File: src/verilog/ucfg_consts.svh
// Offsets, field positions, reset values and timing counts of the configuration registers
`ifndef UCFG_CONSTS_SVH
`define UCFG_CONSTS_SVH
`define UCFG_ADDR_W           8
`define UCFG_OFF_BUS_CFG      8'h08
`define UCFG_OFF_USB_CFG      8'h0C
`define UCFG_OFF_STATUS       8'h10
`define UCFG_BUS_CFG_RESET    32'h00000000
`define UCFG_USB_CFG_RESET    32'h00000000
`define UCFG_BIT_INT_GATE     0
`define UCFG_BURST_LO         1
`define UCFG_BURST_HI         4
`define UCFG_BIT_DMA_MODE     5
`define UCFG_BIT_LOW_PWR_CLK  15
`define UCFG_BIT_I2C_SEL      16
`define UCFG_BIT_SERIAL_MODE  17
`define UCFG_BIT_AUTO_WAKE    18
`define UCFG_BIT_CLK_KEEP     19
`define UCFG_BIT_EXT_SUPPLY   20
`define UCFG_BIT_EXT_OVERCUR  21
`define UCFG_BIT_SRP_PULSE    22
`define UCFG_BIT_IND_INVERT   23
`define UCFG_BIT_IND_BYPASS   24
`define UCFG_BIT_PROT_DIS     25
`define UCFG_BIT_IC_SELECT    26
`define UCFG_BIT_IC_DETACH    27
`define UCFG_BIT_TAIL_TIMER   28
`define UCFG_BIT_FORCE_HOST   29
`define UCFG_BIT_FORCE_DEV    30
`define UCFG_BIT_SPOIL        31
`define UCFG_BURST_SINGLE     4'h0
`define UCFG_BURST_INCR       4'h1
`define UCFG_BURST_INCR4      4'h3
`define UCFG_BURST_INCR16     4'h7
`define UCFG_BURST_EXT4       4'h1
`define UCFG_BURST_EXT8       4'h2
`define UCFG_BURST_EXT256     4'h7
`define UCFG_HTRANS_W         3
`define UCFG_ROLE_WAIT_MS     25
`define UCFG_CLK_MHZ          250
`define UCFG_ROLE_WAIT_CYC    (`UCFG_ROLE_WAIT_MS * 1000 * `UCFG_CLK_MHZ)
`endif

File: src/verilog/ucfg_pkg.sv
// Types shared by the configuration register block
package ucfg_pkg;
    typedef struct packed {
        logic [7:0]  addr;
        logic [31:0] wdata;
        logic        wr;
        logic        rd;
    } ucfg_req_t;

    typedef struct packed {
        logic clock_keep_alive;
        logic auto_wake;
        logic serial_mode;
        logic ext_supply;
        logic ext_overcurrent;
        logic ind_invert;
        logic ind_bypass;
        logic protect_disable;
    } ucfg_ulpi_t;

    typedef enum logic [1:0] {
        UCFG_ROLE_AUTO = 2'b00,
        UCFG_ROLE_DEV  = 2'b01,
        UCFG_ROLE_HOST = 2'b10
    } ucfg_role_t;

    typedef enum logic [2:0] {
        UCFG_HB_SINGLE = 3'b000,
        UCFG_HB_INCR   = 3'b001,
        UCFG_HB_INCR4  = 3'b011,
        UCFG_HB_INCR16 = 3'b111,
        UCFG_HB_BAD    = 3'b100
    } ucfg_hburst_t;
endpackage

File: src/verilog/ucfg_regs.sv
// Configuration register bank of the dual-role USB controller
// Overview of operation
// - Bit5 picks DMA; zero when slave-only
// - External DMA: burst field drives burst port
// - Internal DMA: burst field picks master burst
// - Bit0 gates interrupt; status reads the gated interrupt
// - Bit30 forces device role, gated by build
// - Bit29 forces host role, gated by build
// - Bit28 enables transmit tail timers
// - Bit27 detaches pulls when interchip selected
// - Bit26 interchip select, writable only if built
// - Bit25 disables link protect circuit
// - Bit24 bypasses VBUS indication qualification
// - Bit23 inverts external VBUS indicator
// - Bit22 picks SRP pulse method
// - Bit21 external overcurrent, high-speed builds 2/3
// - Bit20 external VBUS supply select
// - Bit19 keeps PHY clock in suspend
// - Bit18 enables PHY auto wake
// - Bit17 selects PHY serial mode
// - Bit16 I2C select, writable only if built
// - Bit15 drives low power clock output
`timescale 1ns/100ps
`default_nettype none
`include "ucfg_consts.svh"

module ucfg_regs
    import ucfg_pkg::*;
#(
    parameter bit          DMA_BUILD            = 1'b1,
    parameter bit          EXT_DMA_BUILD        = 1'b0,
    parameter int unsigned ROLE_BUILD           = 0,
    parameter bit          interchip_build_option = 1'b1,
    parameter bit          FS_PHY_BUILD         = 1'b1,
    parameter int unsigned hs_phy_build_option  = 3,
    parameter bit          I2C_BUILD            = 1'b1,
    parameter int unsigned ROLE_WAIT_CYC        = `UCFG_ROLE_WAIT_CYC
)
(
    input  wire logic        ref_clk,
    input  wire logic        nrst,
    input  wire logic [7:0]  reg_addr,
    input  wire logic [31:0] reg_wdata,
    input  wire logic        reg_wr,
    input  wire logic        reg_rd,
    output logic      [31:0] reg_rdata,
    input  wire logic        core_irq_raw,
    output logic             core_irq,
    output logic [3:0]       dma_burst,
    output logic [2:0]       ahb_hburst,
    output logic             dma_mode_select,
    output logic [1:0]       role_force,
    output logic             role_settled,
    output logic             transmit_tail_timer_en,
    output logic             interchip_pull_detach,
    output logic             interchip_phy_select,
    output ucfg_ulpi_t       ulpi_ctrl,
    output logic             srp_pulse_method,
    output logic             i2c_otg_select,
    output logic             phy_low_power_clock_select,
    output logic             debug_packet_spoil
);
    logic [31:0] bus_cfg;
    logic [31:0] usb_cfg;
    logic [31:0] next_bus_cfg;
    logic [31:0] next_usb_cfg;
    logic [31:0] role_cnt;
    logic        irq_sync1;
    logic        irq_sync2;

    wire ucfg_req_t req = '{addr: reg_addr, wdata: reg_wdata, wr: reg_wr, rd: reg_rd};

    wire hit_bus    = req.addr == `UCFG_OFF_BUS_CFG;
    wire hit_usb    = req.addr == `UCFG_OFF_USB_CFG;
    wire hit_status = req.addr == `UCFG_OFF_STATUS;
    wire wr_bus     = req.wr && hit_bus;
    wire wr_usb     = req.wr && hit_usb;

    // Build gates: bits that a build lacks stay zero and so read as zero
    wire role_ok    = ROLE_BUILD <= 2;
    wire ic_sel_ok  = interchip_build_option && FS_PHY_BUILD;
    wire ulpi_ok    = hs_phy_build_option == 2 || hs_phy_build_option == 3;
    wire [31:0] bus_mask = {26'h0, DMA_BUILD, 5'h1F};
    wire [31:0] usb_mask = {1'b1, role_ok, role_ok, 1'b1, 1'b1, ic_sel_ok, 4'hF,
                            ulpi_ok, 4'hF, I2C_BUILD, 1'b1, 15'h0000};

    assign next_bus_cfg = wr_bus ? (req.wdata & bus_mask) : bus_cfg;
    assign next_usb_cfg = wr_usb ? (req.wdata & usb_mask) : usb_cfg;

    wire [3:0] burst  = bus_cfg[`UCFG_BURST_HI:`UCFG_BURST_LO];
    wire       is_dma = bus_cfg[`UCFG_BIT_DMA_MODE];

    // Only the INCR, INCR4 and INCR16 codes map; all other codes, single included, give a flagged value
    wire [2:0] next_hburst =
        (burst == `UCFG_BURST_INCR)   ? UCFG_HB_INCR :
        (burst == `UCFG_BURST_INCR4)  ? UCFG_HB_INCR4 :
        (burst == `UCFG_BURST_INCR16) ? UCFG_HB_INCR16 : UCFG_HB_BAD;
    wire [3:0] next_dma_burst = (is_dma && EXT_DMA_BUILD) ? burst : `UCFG_BURST_SINGLE;
    wire [2:0] sel_hburst = (is_dma && !EXT_DMA_BUILD) ? next_hburst : UCFG_HB_SINGLE;

    wire       f_dev  = usb_cfg[`UCFG_BIT_FORCE_DEV];
    wire       f_host = usb_cfg[`UCFG_BIT_FORCE_HOST];
    // Device wins if both are set; software is not meant to set both
    wire [1:0] next_role = f_dev ? UCFG_ROLE_DEV : (f_host ? UCFG_ROLE_HOST : UCFG_ROLE_AUTO);
    wire       role_chg  = next_role != role_force;
    wire       cnt_done  = role_cnt >= ROLE_WAIT_CYC;
    wire       ic_active = usb_cfg[`UCFG_BIT_IC_SELECT] && interchip_build_option;

    wire [31:0] rd_mux = hit_bus ? bus_cfg :
                         hit_usb ? usb_cfg :
                         hit_status ? {30'h0, core_irq, role_settled} : 32'h00000000;
    wire [31:0] next_rdata = req.rd ? rd_mux : 32'h00000000;

    ucfg_ulpi_t next_ulpi;
    assign next_ulpi = '{
        clock_keep_alive: usb_cfg[`UCFG_BIT_CLK_KEEP],
        auto_wake:        usb_cfg[`UCFG_BIT_AUTO_WAKE],
        serial_mode:      usb_cfg[`UCFG_BIT_SERIAL_MODE],
        ext_supply:       usb_cfg[`UCFG_BIT_EXT_SUPPLY],
        ext_overcurrent:  usb_cfg[`UCFG_BIT_EXT_OVERCUR],
        ind_invert:       usb_cfg[`UCFG_BIT_IND_INVERT],
        ind_bypass:       usb_cfg[`UCFG_BIT_IND_BYPASS],
        protect_disable:  usb_cfg[`UCFG_BIT_PROT_DIS]
    };

    always_ff @(posedge ref_clk)
    begin
        if (!nrst)
        begin
            bus_cfg   <= `UCFG_BUS_CFG_RESET;
            usb_cfg   <= `UCFG_USB_CFG_RESET;
            reg_rdata <= 32'h00000000;
        end
        else
        begin
            bus_cfg   <= next_bus_cfg;
            usb_cfg   <= next_usb_cfg;
            reg_rdata <= next_rdata;
        end
    end

    // Interrupt source may come from another domain, so it is synchronised first
    always_ff @(posedge ref_clk)
    begin
        if (!nrst)
        begin
            irq_sync1 <= 1'b0;
            irq_sync2 <= 1'b0;
            core_irq  <= 1'b0;
        end
        else
        begin
            irq_sync1 <= core_irq_raw;
            irq_sync2 <= irq_sync1;
            core_irq  <= irq_sync2 && bus_cfg[`UCFG_BIT_INT_GATE];
        end
    end

    // Settle counter only advises software; the role itself changes at once
    always_ff @(posedge ref_clk)
    begin
        if (!nrst)
        begin
            role_force   <= UCFG_ROLE_AUTO;
            role_cnt     <= 32'(ROLE_WAIT_CYC); // Out of reset no role change is pending, so it starts settled
            role_settled <= 1'b1;
        end
        else
        begin
            role_force   <= next_role;
            role_cnt     <= role_chg ? 32'h00000000 : (cnt_done ? role_cnt : role_cnt + 32'h00000001);
            role_settled <= !role_chg && cnt_done;
        end
    end

    always_ff @(posedge ref_clk)
    begin
        if (!nrst)
        begin
            dma_burst                  <= `UCFG_BURST_SINGLE;
            ahb_hburst                 <= UCFG_HB_SINGLE;
            dma_mode_select            <= 1'b0;
            transmit_tail_timer_en     <= 1'b0;
            interchip_pull_detach      <= 1'b0;
            interchip_phy_select       <= 1'b0;
            ulpi_ctrl                  <= '0;
            srp_pulse_method           <= 1'b0;
            i2c_otg_select             <= 1'b0;
            phy_low_power_clock_select <= 1'b0;
            debug_packet_spoil         <= 1'b0;
        end
        else
        begin
            dma_burst                  <= next_dma_burst;
            ahb_hburst                 <= sel_hburst;
            dma_mode_select            <= is_dma;
            transmit_tail_timer_en     <= usb_cfg[`UCFG_BIT_TAIL_TIMER];
            interchip_pull_detach      <= usb_cfg[`UCFG_BIT_IC_DETACH] && ic_active;
            interchip_phy_select       <= ic_active;
            ulpi_ctrl                  <= next_ulpi;
            srp_pulse_method           <= usb_cfg[`UCFG_BIT_SRP_PULSE];
            i2c_otg_select             <= usb_cfg[`UCFG_BIT_I2C_SEL];
            phy_low_power_clock_select <= usb_cfg[`UCFG_BIT_LOW_PWR_CLK];
            debug_packet_spoil         <= usb_cfg[`UCFG_BIT_SPOIL];
        end
    end
endmodule
`default_nettype wire
File: config.mk
export PLATFORM = sky130hd
export DESIGN_NAME = ucfg_regs
export DESIGN_NICKNAME = d
export VERILOG_FILES = /design/src/verilog/ucfg_pkg.sv /design/src/verilog/ucfg_regs.sv
export VERILOG_INCLUDE_DIRS = /design/src /design/src/verilog
export SDC_FILE = /design/constraint.sdc
export NUM_CORES = 1
export LEC_CHECK = 0
export ABC_AREA = 1
export BUFFER_PORTS_ARGS = -buffer_cell sky130_fd_sc_hd__buf_4
export CAP_MARGIN = 20
export CORE_MARGIN = 8
export CORE_UTILIZATION = 47
export CTS_CLUSTER_SIZE = 28
export DETAILED_ROUTE_END_ITERATION = 6
export HOLD_SLACK_MARGIN = 0.08
export PLACE_DENSITY = 0.75
export SKIP_LAST_GASP = 1
export SYNTH_ARGS = -nofsm -noshare
export SYNTH_HDL_FRONTEND = slang
export SYNTH_SLANG_ARGS = --single-unit
File: constraint.sdc
create_clock -name ref_clk -period 1.5 [get_ports ref_clk]
set_clock_uncertainty 0.1 [all_clocks]
set_input_delay 0.15 -clock ref_clk [delete_from_list [all_inputs] [get_ports ref_clk]]
set_output_delay 0.15 -clock ref_clk [all_outputs]
set_load 0.01 [all_outputs]
# == Word-level counts from Yosys, hierarchy flattened ==
# Index checks and enable logic that the tools add are counted.
# classes
n_eq_ne,8
addsub,1
bitwise,3
mux,10
reduce_logical,13
n_lt_le_gt_ge,1
# ops
op,count
two-way mux 23 bit,2
"adder 32 x 1 -> 32 bit, second input constant",1
">= comparator 32 x 23 -> 1 bit, second input constant",1
two-way mux 32 bit,1
"== test 8 x 4 -> 1 bit, second input constant",2
two-way mux 2 bit,5
"== test 8 x 5 -> 1 bit, second input constant",1
two-way mux 6 bit,1
OR reduction 3 bit,2
logical AND 1 bit,5
"== test 4 x 1 -> 1 bit, second input constant",1
"== test 4 x 2 -> 1 bit, second input constant",1
"== test 4 x 3 -> 1 bit, second input constant",1
AND reduction 2 bit,2
OR reduction 2 bit,2
OR reduction 4 bit,1
NOT 1 bit,3
!= test 2 bit,1
"!= test 2 bit, second input constant",1
logical NOT 1 bit,1
two-way mux 1 bit,1
# totals
register_bits,112
word_cells,67
out_inout_bits,59

# == Logic depth before layout (Yosys ltp) ==
# Gate-level depths: netlist of the first run.
# logic_depth
word_depth,5
depth_mapped,11

# == Worst setup path after synthesis of the first run ==
# No wires, ideal clock.
# synth_timing
path_type,register -> register
start,reg role_cnt[0]
end,reg role_cnt[22]
stages_incl_launch_ff,12
slack_ns,-0.075
setup_time_ns,0.062
t_arrival_ns,1.413
cell_sequence,dfxtp_1 -> ha_1 -> buf_2 -> nand3_1 -> inv_1 -> nand2_1 -> nand3b_1 -> nor2_1 -> nand3_1 -> nand2_1 -> nand2_1 -> nand2_1
# synth_between
elab_chain_cells,3
# synth_lines
element,line_no,rtl
start: declaration,ucfg_regs.sv:67,logic [31:0] role_cnt;
start signal: assignment,ucfg_regs.sv:165,role_cnt <= 32'(ROLE_WAIT_CYC);
start signal: assignment,ucfg_regs.sv:171,role_cnt <= role_chg ? 32'h00000000 : (cnt_done ? role_cnt : role_cnt + 32'h00000001);
adder 32 x 1 -> 32 bit,ucfg_regs.sv:171,
two-way mux 23 bit (2 in series),ucfg_regs.sv:171,
# Parallel ways exist; a longest one is shown, timed or not. The select of a mux whose other input is x is not followed.
# A chain may end at the register's enable or synchronous reset.

# == Worst setup path in the final report of the first run ==
# layout_timing
start,in reg_addr[4]
end,reg usb_cfg[29]
# layout_between
elab_chain_cells,2
# layout_lines
element,line_no,rtl
start: declaration,ucfg_regs.sv:42,"input wire logic [7:0] reg_addr,"
== test 8 x 4 -> 1 bit (no source line),-,
logical AND 1 bit,ucfg_regs.sv:77,wire wr_usb = req.wr && hit_usb;
end signal: assignment,ucfg_regs.sv:131,usb_cfg <= `UCFG_USB_CFG_RESET;
end signal: assignment,ucfg_regs.sv:137,usb_cfg <= next_usb_cfg;
end: declaration,ucfg_regs.sv:64,logic [31:0] usb_cfg;
# No other way between the ends.

==> out/qor.yml, run 1 <==
critical_path:
  crit_type: "in -> reg"
  worstPathArrival_ns: 1.75
  r2r_slack_ns: 0.02
  cp_max_fo: 8
  cp_cell_sequence: "dlygate4sd3_1 > buf_4 > inv_2 > nand2_2 > nor2_4 > nand2_4 > clkbuf_16 > o21ai_0 > a21oi_1"
  critPathMaxStageDelay_ns: 0.57
  critPathCaptureType: "register"
  crit_required_ns: 1.66
  cp-start-kind: "primary input"
  cp_slowest_cell: "dlygate4sd3_1"
final_layout:
  stdcell_area_um2: 6107
  fill_cells: 597
  multi_input_area_um2: 1841
  layout-drive-gt1-share: 0.3242
  final_core_util: 0.7072
  regArea_um2: 2100
  num-nets-final: 770
  syn2layout_area_growth_pct: 47.73
  antenna_cells: 0
yosys:
  syn_area_um2: 4134
  ys_seq_area_frac: 0.4988
  synth.distinct_cells: 29
  synthCells: 555
  yosysTopAreaCell: "dfxtp_1"
  syn_area_per_cell_um2: 7.449
  synth_top_area_frac: 0.4988
  synthTopCellsByArea: "dfxtp_1 (50%), nand2_1 (10%), nor2_1 (7.8%)"
  ys_ff_latch: 103
  yosysWarnings: 0
detailed_routing:
  drtIter0Drc: 235
  drc: 0
  drtAntennaViolNets: 0
  vias: 4138
  vias_per_cell: 4.950
  wl_per_cell_um: 15.03
  drt_pass1_iterations: 5
  wl_um: 12560
sta:
  rsz0062_at_grt: "yes"
  finalHoldViolCount: 0
  period_needed_ns: 1.593
  setup_violations: 21
  worst_slack_ns: -0.09323
  fmax_mhz: 627.7
  slew_viol_final: 0
  finalCritPeriodShare: 1.062
  hold_slack_ns: 0.1129
clock_tree:
  clock_latency_ns: 0.37
  cts.sinks: 103
  h-tree-depth: 3
  cts_buffer_depth: 2
  cts_tree: "yes"
  clkTransAtPathRegs_ns: 0.11
  cts_inserted_buffers: 9
  cts-root-buf: "clkbuf_8"
place:
  dp_slack_ns: -0.06902
  io_buffers: 81
  gp_congestion: 0.9260
  post-dp-hpwl_um: 7387
  place_area_um2: 5145
floorplan:
  pin_count: 104
  die-area_um2: 12050
  num_rows: 34
  initial_core_util: 0.4787
  fp.dieH_um: 109.8
  core_area_um2: 8636
  fp.dieW_um: 109.8
grt:
  grt_use_total: 0.1956
  overflow: 0
  antenna_found_initial: 0
  grt_max_degree: 35
  grt_pass1_vias: 4157
  grt_pass1_wl_um: 18890
run:
  drv_cap: 0
power:
  power_density_nw_per_um2: 1096
  peakVddDrop_v: 0.0007587
  leakagePower_nw: 2.827
status:
  status: "finished with violations"
  violations: "negative setup slack"
worst_hold_path:
  hold_class: "in -> reg"
[power breakdown]
| group | total, mW | switching [mW] | internal, mW | leakage, nW |
|---|---|---|---|---|
| clock | 1.89 | 1.06 | 0.827 | 0.112 |
| sequential | 3.00 | 0.118 | 2.88 | 0.838 |
| combinational | 1.80 | 0.996 | 0.807 | 1.88 |
| total | 6.69 | 2.18 | 4.51 | 2.83 |
[stage by stage]
step,instances,power (mW),TNS [ns]
global route,836,7.015,-2.307
floorplan,567,3.983,0
detailed placement,774,4.497,-0.7917
CTS,826,6.505,-0.03009
finish,836,6.691,-0.6760
global placement,774,4.442,-0.06796
[worst paths after layout]
path / startpoint / endpoint / depth (start not counted)
setup / recovery: reg_addr[4] / usb_cfg[29]$_SDFFE_PN0P_ / 9
hold / removal: nrst / role_cnt[22]$_SDFFE_PN1P_ / 3
setup reg to reg: role_cnt[2]$_SDFFE_PP0N_ / role_cnt[18]$_SDFFE_PN1P_ / 10
hold reg to reg: role_cnt[29]$_SDFFE_PP0N_ / role_cnt[29]$_SDFFE_PP0N_ / 2
[repair_timing]
| action | 4_1_cts | 5_1_grt |
|---|---|---|
| gates resized for setup | 19 | 79 |
| endpoints found under the hold margin | 34 | 0 |
| endpoints found under the setup margin | 23 | 58 |
| hold buffers | 34 | 0 |
| pin swaps | 1 | 16 |
| setup buffers | 2 | 7 |
| cloned | 0 | 4 |
[cells in the mapped netlist]
| master | count |
|---|---|
| buf_1 | 1 |
| inv_2 | 2 |
| nor3_1 | 1 |
| clkbuf_1 | 11 |
| inv_1 | 72 |
| nand3b_1 | 2 |
| nor3b_4 | 1 |
| buf_6 | 1 |
| xnor2_1 | 4 |
| o21ai_0 | 23 |
| nor3_2 | 1 |
| or2_1 | 1 |
| nor2_1 | 86 |
| nor4_1 | 1 |
| a21oi_1 | 35 |
| a21boi_1 | 1 |
| conb_1 | 1 |
| xor2_1 | 10 |
| buf_4 | 14 |
| nand2_1 | 113 |
| nor2_2 | 2 |
| ha_1 | 2 |
| o21ai_1 | 1 |
| dfxtp_1 | 103 |
| nand4_1 | 10 |
| buf_2 | 6 |
| nand2_2 | 2 |
| nand2_4 | 2 |
| nand3_1 | 46 |
[flip-flops by register name (all words and copies together) (netlist names), 2 cells and up]
name,count
role_cnt,32
ahb_hburst,3
role_force,2
reg_rdata,23
usb_cfg,17
ulpi_ctrl,8
bus_cfg,6
[routing by layer]
metal	global-route usage	share of wire	wire [um]	up-vias
li1	-	-	-	2031
met4	0.06461	0.021	265	0
met2	0.3540	0.52	6557	160
met3	0.07210	0.077	968	29
met1	0.2036	0.38	4772	1918
met5	0	0	0	-
[cell type report]
type,instances,area share
flip-flops and latches,103,0.3438
multi-input cells,357,0.3014
inverters,74,0.04548
clock buffers,9,0.02028
well taps,108,0.02213
repair buffers,178,0.2510
clock inverters,7,0.01598
[placed cells by master, fill, tap and decap left out, drive strengths merged]
cell type and n:
conb 13, nand4 10, nor2 88, nand3b 2, bufinv 1, nand2 117
nor3b 1, inv 77, clkbuf 13, clkinv 3, or2 1, dfxtp 103
nand3 46, xnor2 4, nor3 2, xor2 10, o21ai 24, buf 140
a21boi 1, ha 2, nor4 1, dlygate4sd3 34, a21oi 35
[kinds of logic (layout without fill, tap and decap cells)]
logic type	Yosys count	after routing	synth area share
xor+xnor	14	14	0.02966
flops	103	103	0.4988
simple gates	268	268	0.2778
buf+inv	107	268	0.1135
other cells	1	13	0.0009071
compound gates	60	60	0.07324
fa+ha+maj	2	2	0.006052
[worst max-delay path: cells and delay by family]
family,cells,cell delay (ns)
buffers and inverters,4,0.97
and+or+nand+nor,3,0.36
AOI/OAI and AO/OA,2,0.27
No activity file was read; power rests on OpenSTA's default activity.
==> inputs of run 2 (changes only) <==
--- a/config.mk
+++ b/config.mk
@@ -10,11 +10,11 @@
 export BUFFER_PORTS_ARGS = -buffer_cell sky130_fd_sc_hd__buf_4
 export CAP_MARGIN = 20
 export CORE_MARGIN = 8
-export CORE_UTILIZATION = 47
+export CORE_UTILIZATION = 50
 export CTS_CLUSTER_SIZE = 28
 export DETAILED_ROUTE_END_ITERATION = 6
 export HOLD_SLACK_MARGIN = 0.08
-export PLACE_DENSITY = 0.75
+export PLACE_DENSITY = 0.76
 export SKIP_LAST_GASP = 1
 export SYNTH_ARGS = -nofsm -noshare
 export SYNTH_HDL_FRONTEND = slang
==> constraint.sdc (replaced) <==
create_clock -name ref_clk -period 1.65 [get_ports ref_clk]
set_clock_uncertainty 0.1 [all_clocks]
set_input_delay 0.165 -clock ref_clk [delete_from_list [all_inputs] [get_ports ref_clk]]
set_output_delay 0.165 -clock ref_clk [all_outputs]
set_load 0.01 [all_outputs]
==> out/qor.yml, run 2 (synthesis results as in run 1) <==
sta:
  fmax_mhz: 620.3
  slew_viol_final: 0  # unchanged
  setup_tns_ns: 0  # was -0.6760 ns
  setup_violations: 0  # was 21
  worst_slack_ns: 0.03776  # was -0.09323 ns
  period_needed_ns: 1.612
  finalHoldViolCount: 0  # unchanged
  rsz0062_at_grt: "yes"  # unchanged
  finalCritPeriodShare: 0.9771
power:
  peakVddDrop_v: 0.0006857  # was 0.0007587 V
  clockPowerShare: 0.283  # about the same
  p_comb_frac: 0.240  # was 0.270
  switching_share: 0.3280  # was 0.3254
  internal_power_mw: 3.799  # was 4.514 mW
  power_mw: 5.653  # was 6.691 mW
  p_switching_mw: 1.854  # was 2.177 mW
  leakagePower_nw: 2.569  # was 2.827 nW
  power_density_nw_per_um2: 1022  # was 1096 nW/um2
  p_seq_frac: 0.477  # was 0.448
floorplan:
  initial_core_util: 0.5082  # was 0.4787
  pin_count: 104  # unchanged
  die-area_um2: 11430  # was 12,050 um2
  core_area_um2: 8134  # was 8636 um2
  fp.dieH_um: 106.9  # was 109.8 um
  num_rows: 33  # was 34
  fp.dieW_um: 106.9  # was 109.8 um
critical_path:
  worstPathArrival_ns: 1.77  # was 1.75 ns
  cp-start-kind: "primary input"  # unchanged
  crit_type: "in -> reg"  # unchanged
  reg2regPathDepth: 7  # was 10
  cp_cell_sequence: "dlygate4sd3_1 > buf_4 > nor2_1 > nand2_1 > nor2_1 > nand2_1 > buf_12 > o21ai_0 > a21oi_1"  # was dlygate4sd3_1 > buf_4 > inv_2 > nand2_2 > nor2_4 > nand2_4 > clkbuf_16 > o21ai_0 > a21oi_1
  cp_max_fo: 34  # was 8
  critPathMaxStageDelay_ns: 0.54  # was 0.57 ns
  cp_slowest_cell: "dlygate4sd3_1"  # unchanged
  critPathCaptureType: "register"  # unchanged
  reg2reg_to: "role_cnt[15]$_SDFFE_PP0N_"  # was role_cnt[18]$_SDFFE_PN1P_
  r2r-start: "role_cnt[2]$_SDFFE_PP0N_"  # unchanged
  crit_required_ns: 1.81  # was 1.66 ns
  r2r_slack_ns: 0.11  # was 0.02 ns
place:
  dp_slack_ns: 0.07101  # was -0.06902 ns
  post-dp-hpwl_um: 7272  # was 7387 um
  io_buffers: 81  # unchanged
  gp_congestion: 0.9065  # was 0.9260
detailed_routing:
  drt_pass1_iterations: 4  # was 5
  drc: 0  # unchanged
  wl_per_cell_um: 13.06  # was 15.03 um
  vias_per_cell: 4.783  # was 4.950
  wl_um: 10410  # was 12,560 um
  vias: 3812  # was 4,138
  drtAntennaViolNets: 0  # unchanged
  drtIter0Drc: 158  # was 235
status:
  status: "finished, final reports clean"  # was finished with violations
final_layout:
  final_cell_mix: "nand2_1 (112), buf_4 (109), dfxtp_1 (95)"  # was buf_4 (136), nand2_1 (104), dfxtp_1 (85)
  reg_top3: "role_cnt: 32 flops, reg_rdata: 23 flops, usb_cfg: 17 flops"  # unchanged
  layout-drive-gt1-share: 0.2211  # was 0.3242
  largest_register_ffs: 32  # unchanged
  num-nets-final: 734  # was 770
  layout_commonest_cell: "nand2_1"  # was buf_4
  regMostFlops: "role_cnt"  # unchanged
  antenna_cells: 0  # unchanged
  final_core_util: 0.6797  # was 0.7072
  syn2layout_area_growth_pct: 33.75  # was 47.73%
grt:
  grt_pass1_vias: 3838  # was 4,157
  grt_pass1_wl_um: 17550  # was 18,890 um
  grt_max_degree: 35  # unchanged
  grt_use_total: 0.1878  # was 0.1956
  overflow: 0  # unchanged
  antenna_found_initial: 0  # unchanged
clock_tree:
  clock_latency_ns: 0.36  # was 0.37 ns
  cts_inserted_buffers: 9  # unchanged
  cts.sinks: 103  # unchanged
  h-tree-depth: 3  # unchanged
  cts-root-buf: "clkbuf_8"  # unchanged
  cts_tree: "yes"  # unchanged
  clkTransAtPathRegs_ns: 0.11  # about the same
  cts_buffer_depth: 2  # unchanged
worst_hold_path:
  hold_start: "reg_addr[6]"  # was nrst
  hold_depth: 5  # was 3
  min_to: "reg_rdata[0]$_SDFF_PN0_"  # was role_cnt[22]$_SDFFE_PN1P_
  hold_class: "in -> reg"  # unchanged
run:
  drv_cap: 0  # unchanged
-- run 2: through the flow --
step | cell area (um2) | cells | hold slack, ns
floorplan | 4179 | 567 | 0.1626
global placement | 4962 | 748 | 0.2485
detailed placement | 4962 | 748 | 0.2649
CTS | 5475 | 795 | 0.08506
global route | 5529 | 797 | 0.09316
finish | 5529 | 797 | 0.1038
-- run 2: power groups by stage --
stage          clock network (mW)  logic (mW)  registers [mW]
5_1_grt                      1.76        1.53            2.71
4_1_cts                      1.65        1.31            2.69
3_5_place_dp                    0        1.25            2.74
2_1_floorplan                   0       0.851            2.76
6_report                     1.60        1.35            2.70
3_3_place_gp                    0        1.21            2.73
-- run 2: area by class of cell --
class,instances,area (um2)
clock inverters,7,78.83
clock buffers,9,123.9
inverters,74,277.8
multi-input cells,357,1677
fillers,626,2605
flip-flops and latches,103,2072
repair buffers,142,1169
well taps,105,131.4
-- run 2: what timing repair did --
action,in CTS,in global routing
hold buffers,31,0
hold endpoints to repair,43,0
endpoints found under the setup margin,0,23
setup buffers,0,2
gates resized for setup,0,17
-- run 2: worst max path at each step --
stage | from | to | slack (ns) | cells after the start
2_1_floorplan | role_cnt[0]$_SDFFE_PP0N_ | role_cnt[22]$_SDFFE_PN1P_ | 0.08 | 11
3_3_place_gp | role_cnt[9]$_SDFFE_PN1P_ | role_cnt[17]$_SDFFE_PN1P_ | 0.11 | 9
3_5_place_dp | reg_addr[7] | usb_cfg[16]$_SDFFE_PN0P_ | 0.07 | 9
4_1_cts | role_cnt[13]$_SDFFE_PP0N_ | role_cnt[17]$_SDFFE_PN1P_ | 0.05 | 10
5_1_grt | role_cnt[2]$_SDFFE_PP0N_ | role_cnt[15]$_SDFFE_PP0N_ | -0.05 | 7
6_report | reg_addr[5] | usb_cfg[24]$_SDFFE_PN0P_ | 0.04 | 9
-- run 2: per-layer routing --
layer	track usage	routed length (um)	vias to the layer above
li1	-	-	1955
met1	0.2025	4204	1736
met2	0.3259	5135	103
met3	0.07259	865	18
met4	0.07035	199	0
met5	0	0	-
-- run 2: worst max-delay path: cells and delay by family --
family          cells  cell delay (ns)
simple gates        4             0.44
buf+inv             3             0.86
compound gates      2             0.29
==> inputs of run 3 (changes only) <==
--- a/config.mk
+++ b/config.mk
@@ -13,7 +13,7 @@
 export CORE_UTILIZATION = 50
 export CTS_CLUSTER_SIZE = 28
 export DETAILED_ROUTE_END_ITERATION = 6
-export HOLD_SLACK_MARGIN = 0.08
+export HOLD_SLACK_MARGIN = 0.1
 export PLACE_DENSITY = 0.76
 export SKIP_LAST_GASP = 1
 export SYNTH_ARGS = -nofsm -noshare
==> constraint.sdc (replaced) <==
create_clock -name ref_clk -period 1.7 [get_ports ref_clk]
set_clock_uncertainty 0.1 [all_clocks]
set_input_delay 0.17 -clock ref_clk [delete_from_list [all_inputs] [get_ports ref_clk]]
set_output_delay 0.17 -clock ref_clk [all_outputs]
set_load 0.01 [all_outputs]
==> out/qor.yml, run 3 (synthesis results as in run 1) <==
power:
  clockPowerShare: 0.289  # was 0.283
  internal_power_mw: 3.694  # was 3.799 mW
  leakagePower_nw: 2.558  # was 2.569 nW
  p_comb_frac: 0.236  # was 0.240
  power_density_nw_per_um2: 1002  # was 1022 nW/um2
  p_switching_mw: 1.841  # was 1.854 mW
  switching_share: 0.3327  # was 0.3280
  peakVddDrop_v: 0.0006769  # was 0.0006857 V
  p_seq_frac: 0.475  # was 0.477
clock_tree:
  cts-root-buf: "clkbuf_8"  # unchanged
  cts_tree: "yes"  # unchanged
  cts.sinks: 103  # unchanged
  post_cts_buffers: 0  # unchanged
  h-tree-depth: 3  # unchanged
  cts_inserted_buffers: 9  # unchanged
  clkTransAtPathRegs_ns: 0.11  # about the same
  clock_latency_ns: 0.37  # was 0.36 ns
  cts_buffer_depth: 2  # unchanged
grt:
  grt_use_total: 0.1888  # was 0.1878
  grtUsageMet3: 0.07259  # unchanged
  grt.met1_usage: 0.1965  # was 0.2025
  antenna_found_initial: 0  # unchanged
  overflow: 0  # unchanged
  grt_pass1_wl_um: 17640  # was 17,550 um
  grtUsageMet2: 0.3353  # was 0.3259
  grt_pass1_vias: 3738  # was 3,838
  grt_max_degree: 35  # unchanged
  busiest_layer: "met2"  # unchanged
critical_path:
  crit_type: "in -> reg"  # unchanged
  crit_required_ns: 1.88  # was 1.81 ns
  cp-start-kind: "primary input"  # unchanged
  path_depth: 9  # unchanged
  reg2regPathDepth: 7  # unchanged
  r2r_slack_ns: 0.06  # was 0.11 ns
  cp_top_family: "simple AND/OR/NAND/NOR gates"  # was buffers and inverters
  critPathMaxStageDelay_ns: 0.62  # was 0.54 ns
  cp-startpoint: "reg_addr[7]"  # was reg_addr[5]
  critPathCaptureType: "register"  # unchanged
  cp_cell_sequence: "buf_4 > or2_1 > nor2_2 > nand2_2 > nor2_2 > nand2_4 > o21ai_0 > dlygate4sd3_1 > nor2_1"  # was dlygate4sd3_1 > buf_4 > nor2_1 > nand2_1 > nor2_1 > nand2_1 > buf_12 > o21ai_0 > a21oi_1
  cp_num_buf_inv: 2  # was 3
  cp_max_fo: 11  # was 34
  reg2reg_to: "role_cnt[1]$_SDFFE_PP0N_"  # was role_cnt[15]$_SDFFE_PP0N_
  cpMostUsedCell: "nor2_2"
  r2r-start: "role_cnt[28]$_SDFFE_PP0N_"  # was role_cnt[2]$_SDFFE_PP0N_
  cp_slowest_cell: "dlygate4sd3_1"  # unchanged
  crit_end: "bus_cfg[0]$_SDFFE_PN0P_"  # was usb_cfg[24]$_SDFFE_PN0P_
  worstPathArrival_ns: 1.95  # was 1.77 ns
floorplan:
  pin_count: 104  # unchanged
  die-area_um2: 11430  # unchanged
  num_rows: 33  # unchanged
  fp.dieH_um: 106.9  # unchanged
  initial_core_util: 0.5082  # unchanged
  core_area_um2: 8134  # unchanged
  fp.dieW_um: 106.9  # unchanged
status:
  violations: "negative setup slack"
  status: "finished with violations"  # was finished, final reports clean
place:
  gp_congestion: 0.8910  # was 0.9065
  io_buffers: 81  # unchanged
  post-dp-hpwl_um: 7229  # was 7272 um
sta:
  fmax_mhz: 568.0
  finalCritPeriodShare: 1.036
  rsz0062_at_grt: "yes"  # unchanged
  finalHoldViolCount: 0  # unchanged
  slew_viol_final: 0  # unchanged
  period_needed_ns: 1.761
  hold_slack_ns: 0.1062  # was 0.1038 ns
  setup_violations: 1  # was 0
  worst_slack_ns: -0.06071  # was 0.03776 ns
final_layout:
  reg_top3: "role_cnt: 32 flops, reg_rdata: 23 flops, usb_cfg: 17 flops"  # unchanged
  num-nets-final: 729  # was 734
  largest_register_ffs: 32  # unchanged
  antenna_cells: 0  # unchanged
  layout-drive-gt1-share: 0.2082  # was 0.2211
  syn2layout_area_growth_pct: 33.60  # was 33.75%
  regMostFlops: "role_cnt"  # unchanged
  final_cell_mix: "nand2_1 (110), buf_4 (103), dfxtp_1 (98)"  # was nand2_1 (112), buf_4 (109), dfxtp_1 (95)
  layout_commonest_cell: "nand2_1"  # unchanged
  final_core_util: 0.6790  # was 0.6797
detailed_routing:
  wl_um: 10690  # was 10,410 um
  vias_per_cell: 4.867  # was 4.783
  drt_pass1_iterations: 5  # was 4
  drtAntennaViolNets: 0  # unchanged
  drc: 0  # unchanged
  vias: 3855  # was 3,812
  drtIter0Drc: 142  # was 158
  wl_per_cell_um: 13.50  # was 13.06 um
worst_hold_path:
  hold_class: "in -> reg"  # unchanged
run:
  drv_cap: 0  # unchanged
-- run 3: tightest hold or removal path, stage by stage --
cell and delay, ns:
buf_4 0.08, nor2_1 0.03, nand2_1 0.07, nor4_2 0.06
nand2_1 0.07, a21oi_1 0.06
-- run 3: final cells by class --
type	instances	area [um2]
sequential	103	2068
timing repair buffer	137	1124
clock inverter	7	96.34
clock buffer	9	123.9
multi-input combinational	357	1702
fill	633	2611
inverter	74	277.8
tap	105	131.4
-- run 3: how the worst min path moves through the flow --
stage / from / cells past startpoint / to / slack, ns
after floorplan: core_irq_raw / 2 / irq_sync1$_SDFF_PN0_ / 0.17
after global placement: core_irq_raw / 3 / irq_sync1$_SDFF_PN0_ / 0.25
after detailed placement: core_irq_raw / 3 / irq_sync1$_SDFF_PN0_ / 0.26
after CTS: reg_addr[0] / 6 / reg_rdata[0]$_SDFF_PN0_ / 0.07
after global routing: reg_addr[3] / 6 / reg_rdata[0]$_SDFF_PN0_ / 0.13
final: reg_addr[3] / 6 / reg_rdata[0]$_SDFF_PN0_ / 0.11
-- run 3: power by group through the flow --
stage / combinational, mW / sequential [mW] / clock, mW
after global placement: 1.14 / 2.67 / 0
after CTS: 1.26 / 2.62 / 1.64
after global routing: 1.47 / 2.65 / 1.72
final: 1.31 / 2.63 / 1.60
after detailed placement: 1.19 / 2.68 / 0
after floorplan: 0.826 / 2.68 / 0
-- run 3: layer usage --
| metal | vias up | routed length [um] |
|---|---|---|
| met1 | 1797 | 4248 |
| met3 | 14 | 768 |
| met2 | 87 | 5503 |
| met5 | - | 0 |
| met4 | 0 | 173 |
| li1 | 1957 | - |
-- run 3: what timing repair did --
item                                    CTS  global route
gates resized for setup                   0            22
hold buffers                             35             1
endpoints found under the setup margin    0            31
endpoints found under the hold margin    40             4
-- run 3: stage by stage --
stage	cells	worst slack (ns)	power (mW)	area (um2)	setup TNS, ns
6_report	792	-0.06071	5.535	5523	-0.06071
4_1_cts	794	0.01932	5.523	5483	0
3_5_place_dp	743	0.08687	3.862	4912	0
2_1_floorplan	567	0.1251	3.508	4179	0
3_3_place_gp	743	0.1271	3.813	4912	0
5_1_grt	792	-0.1091	5.842	5523	-0.6944
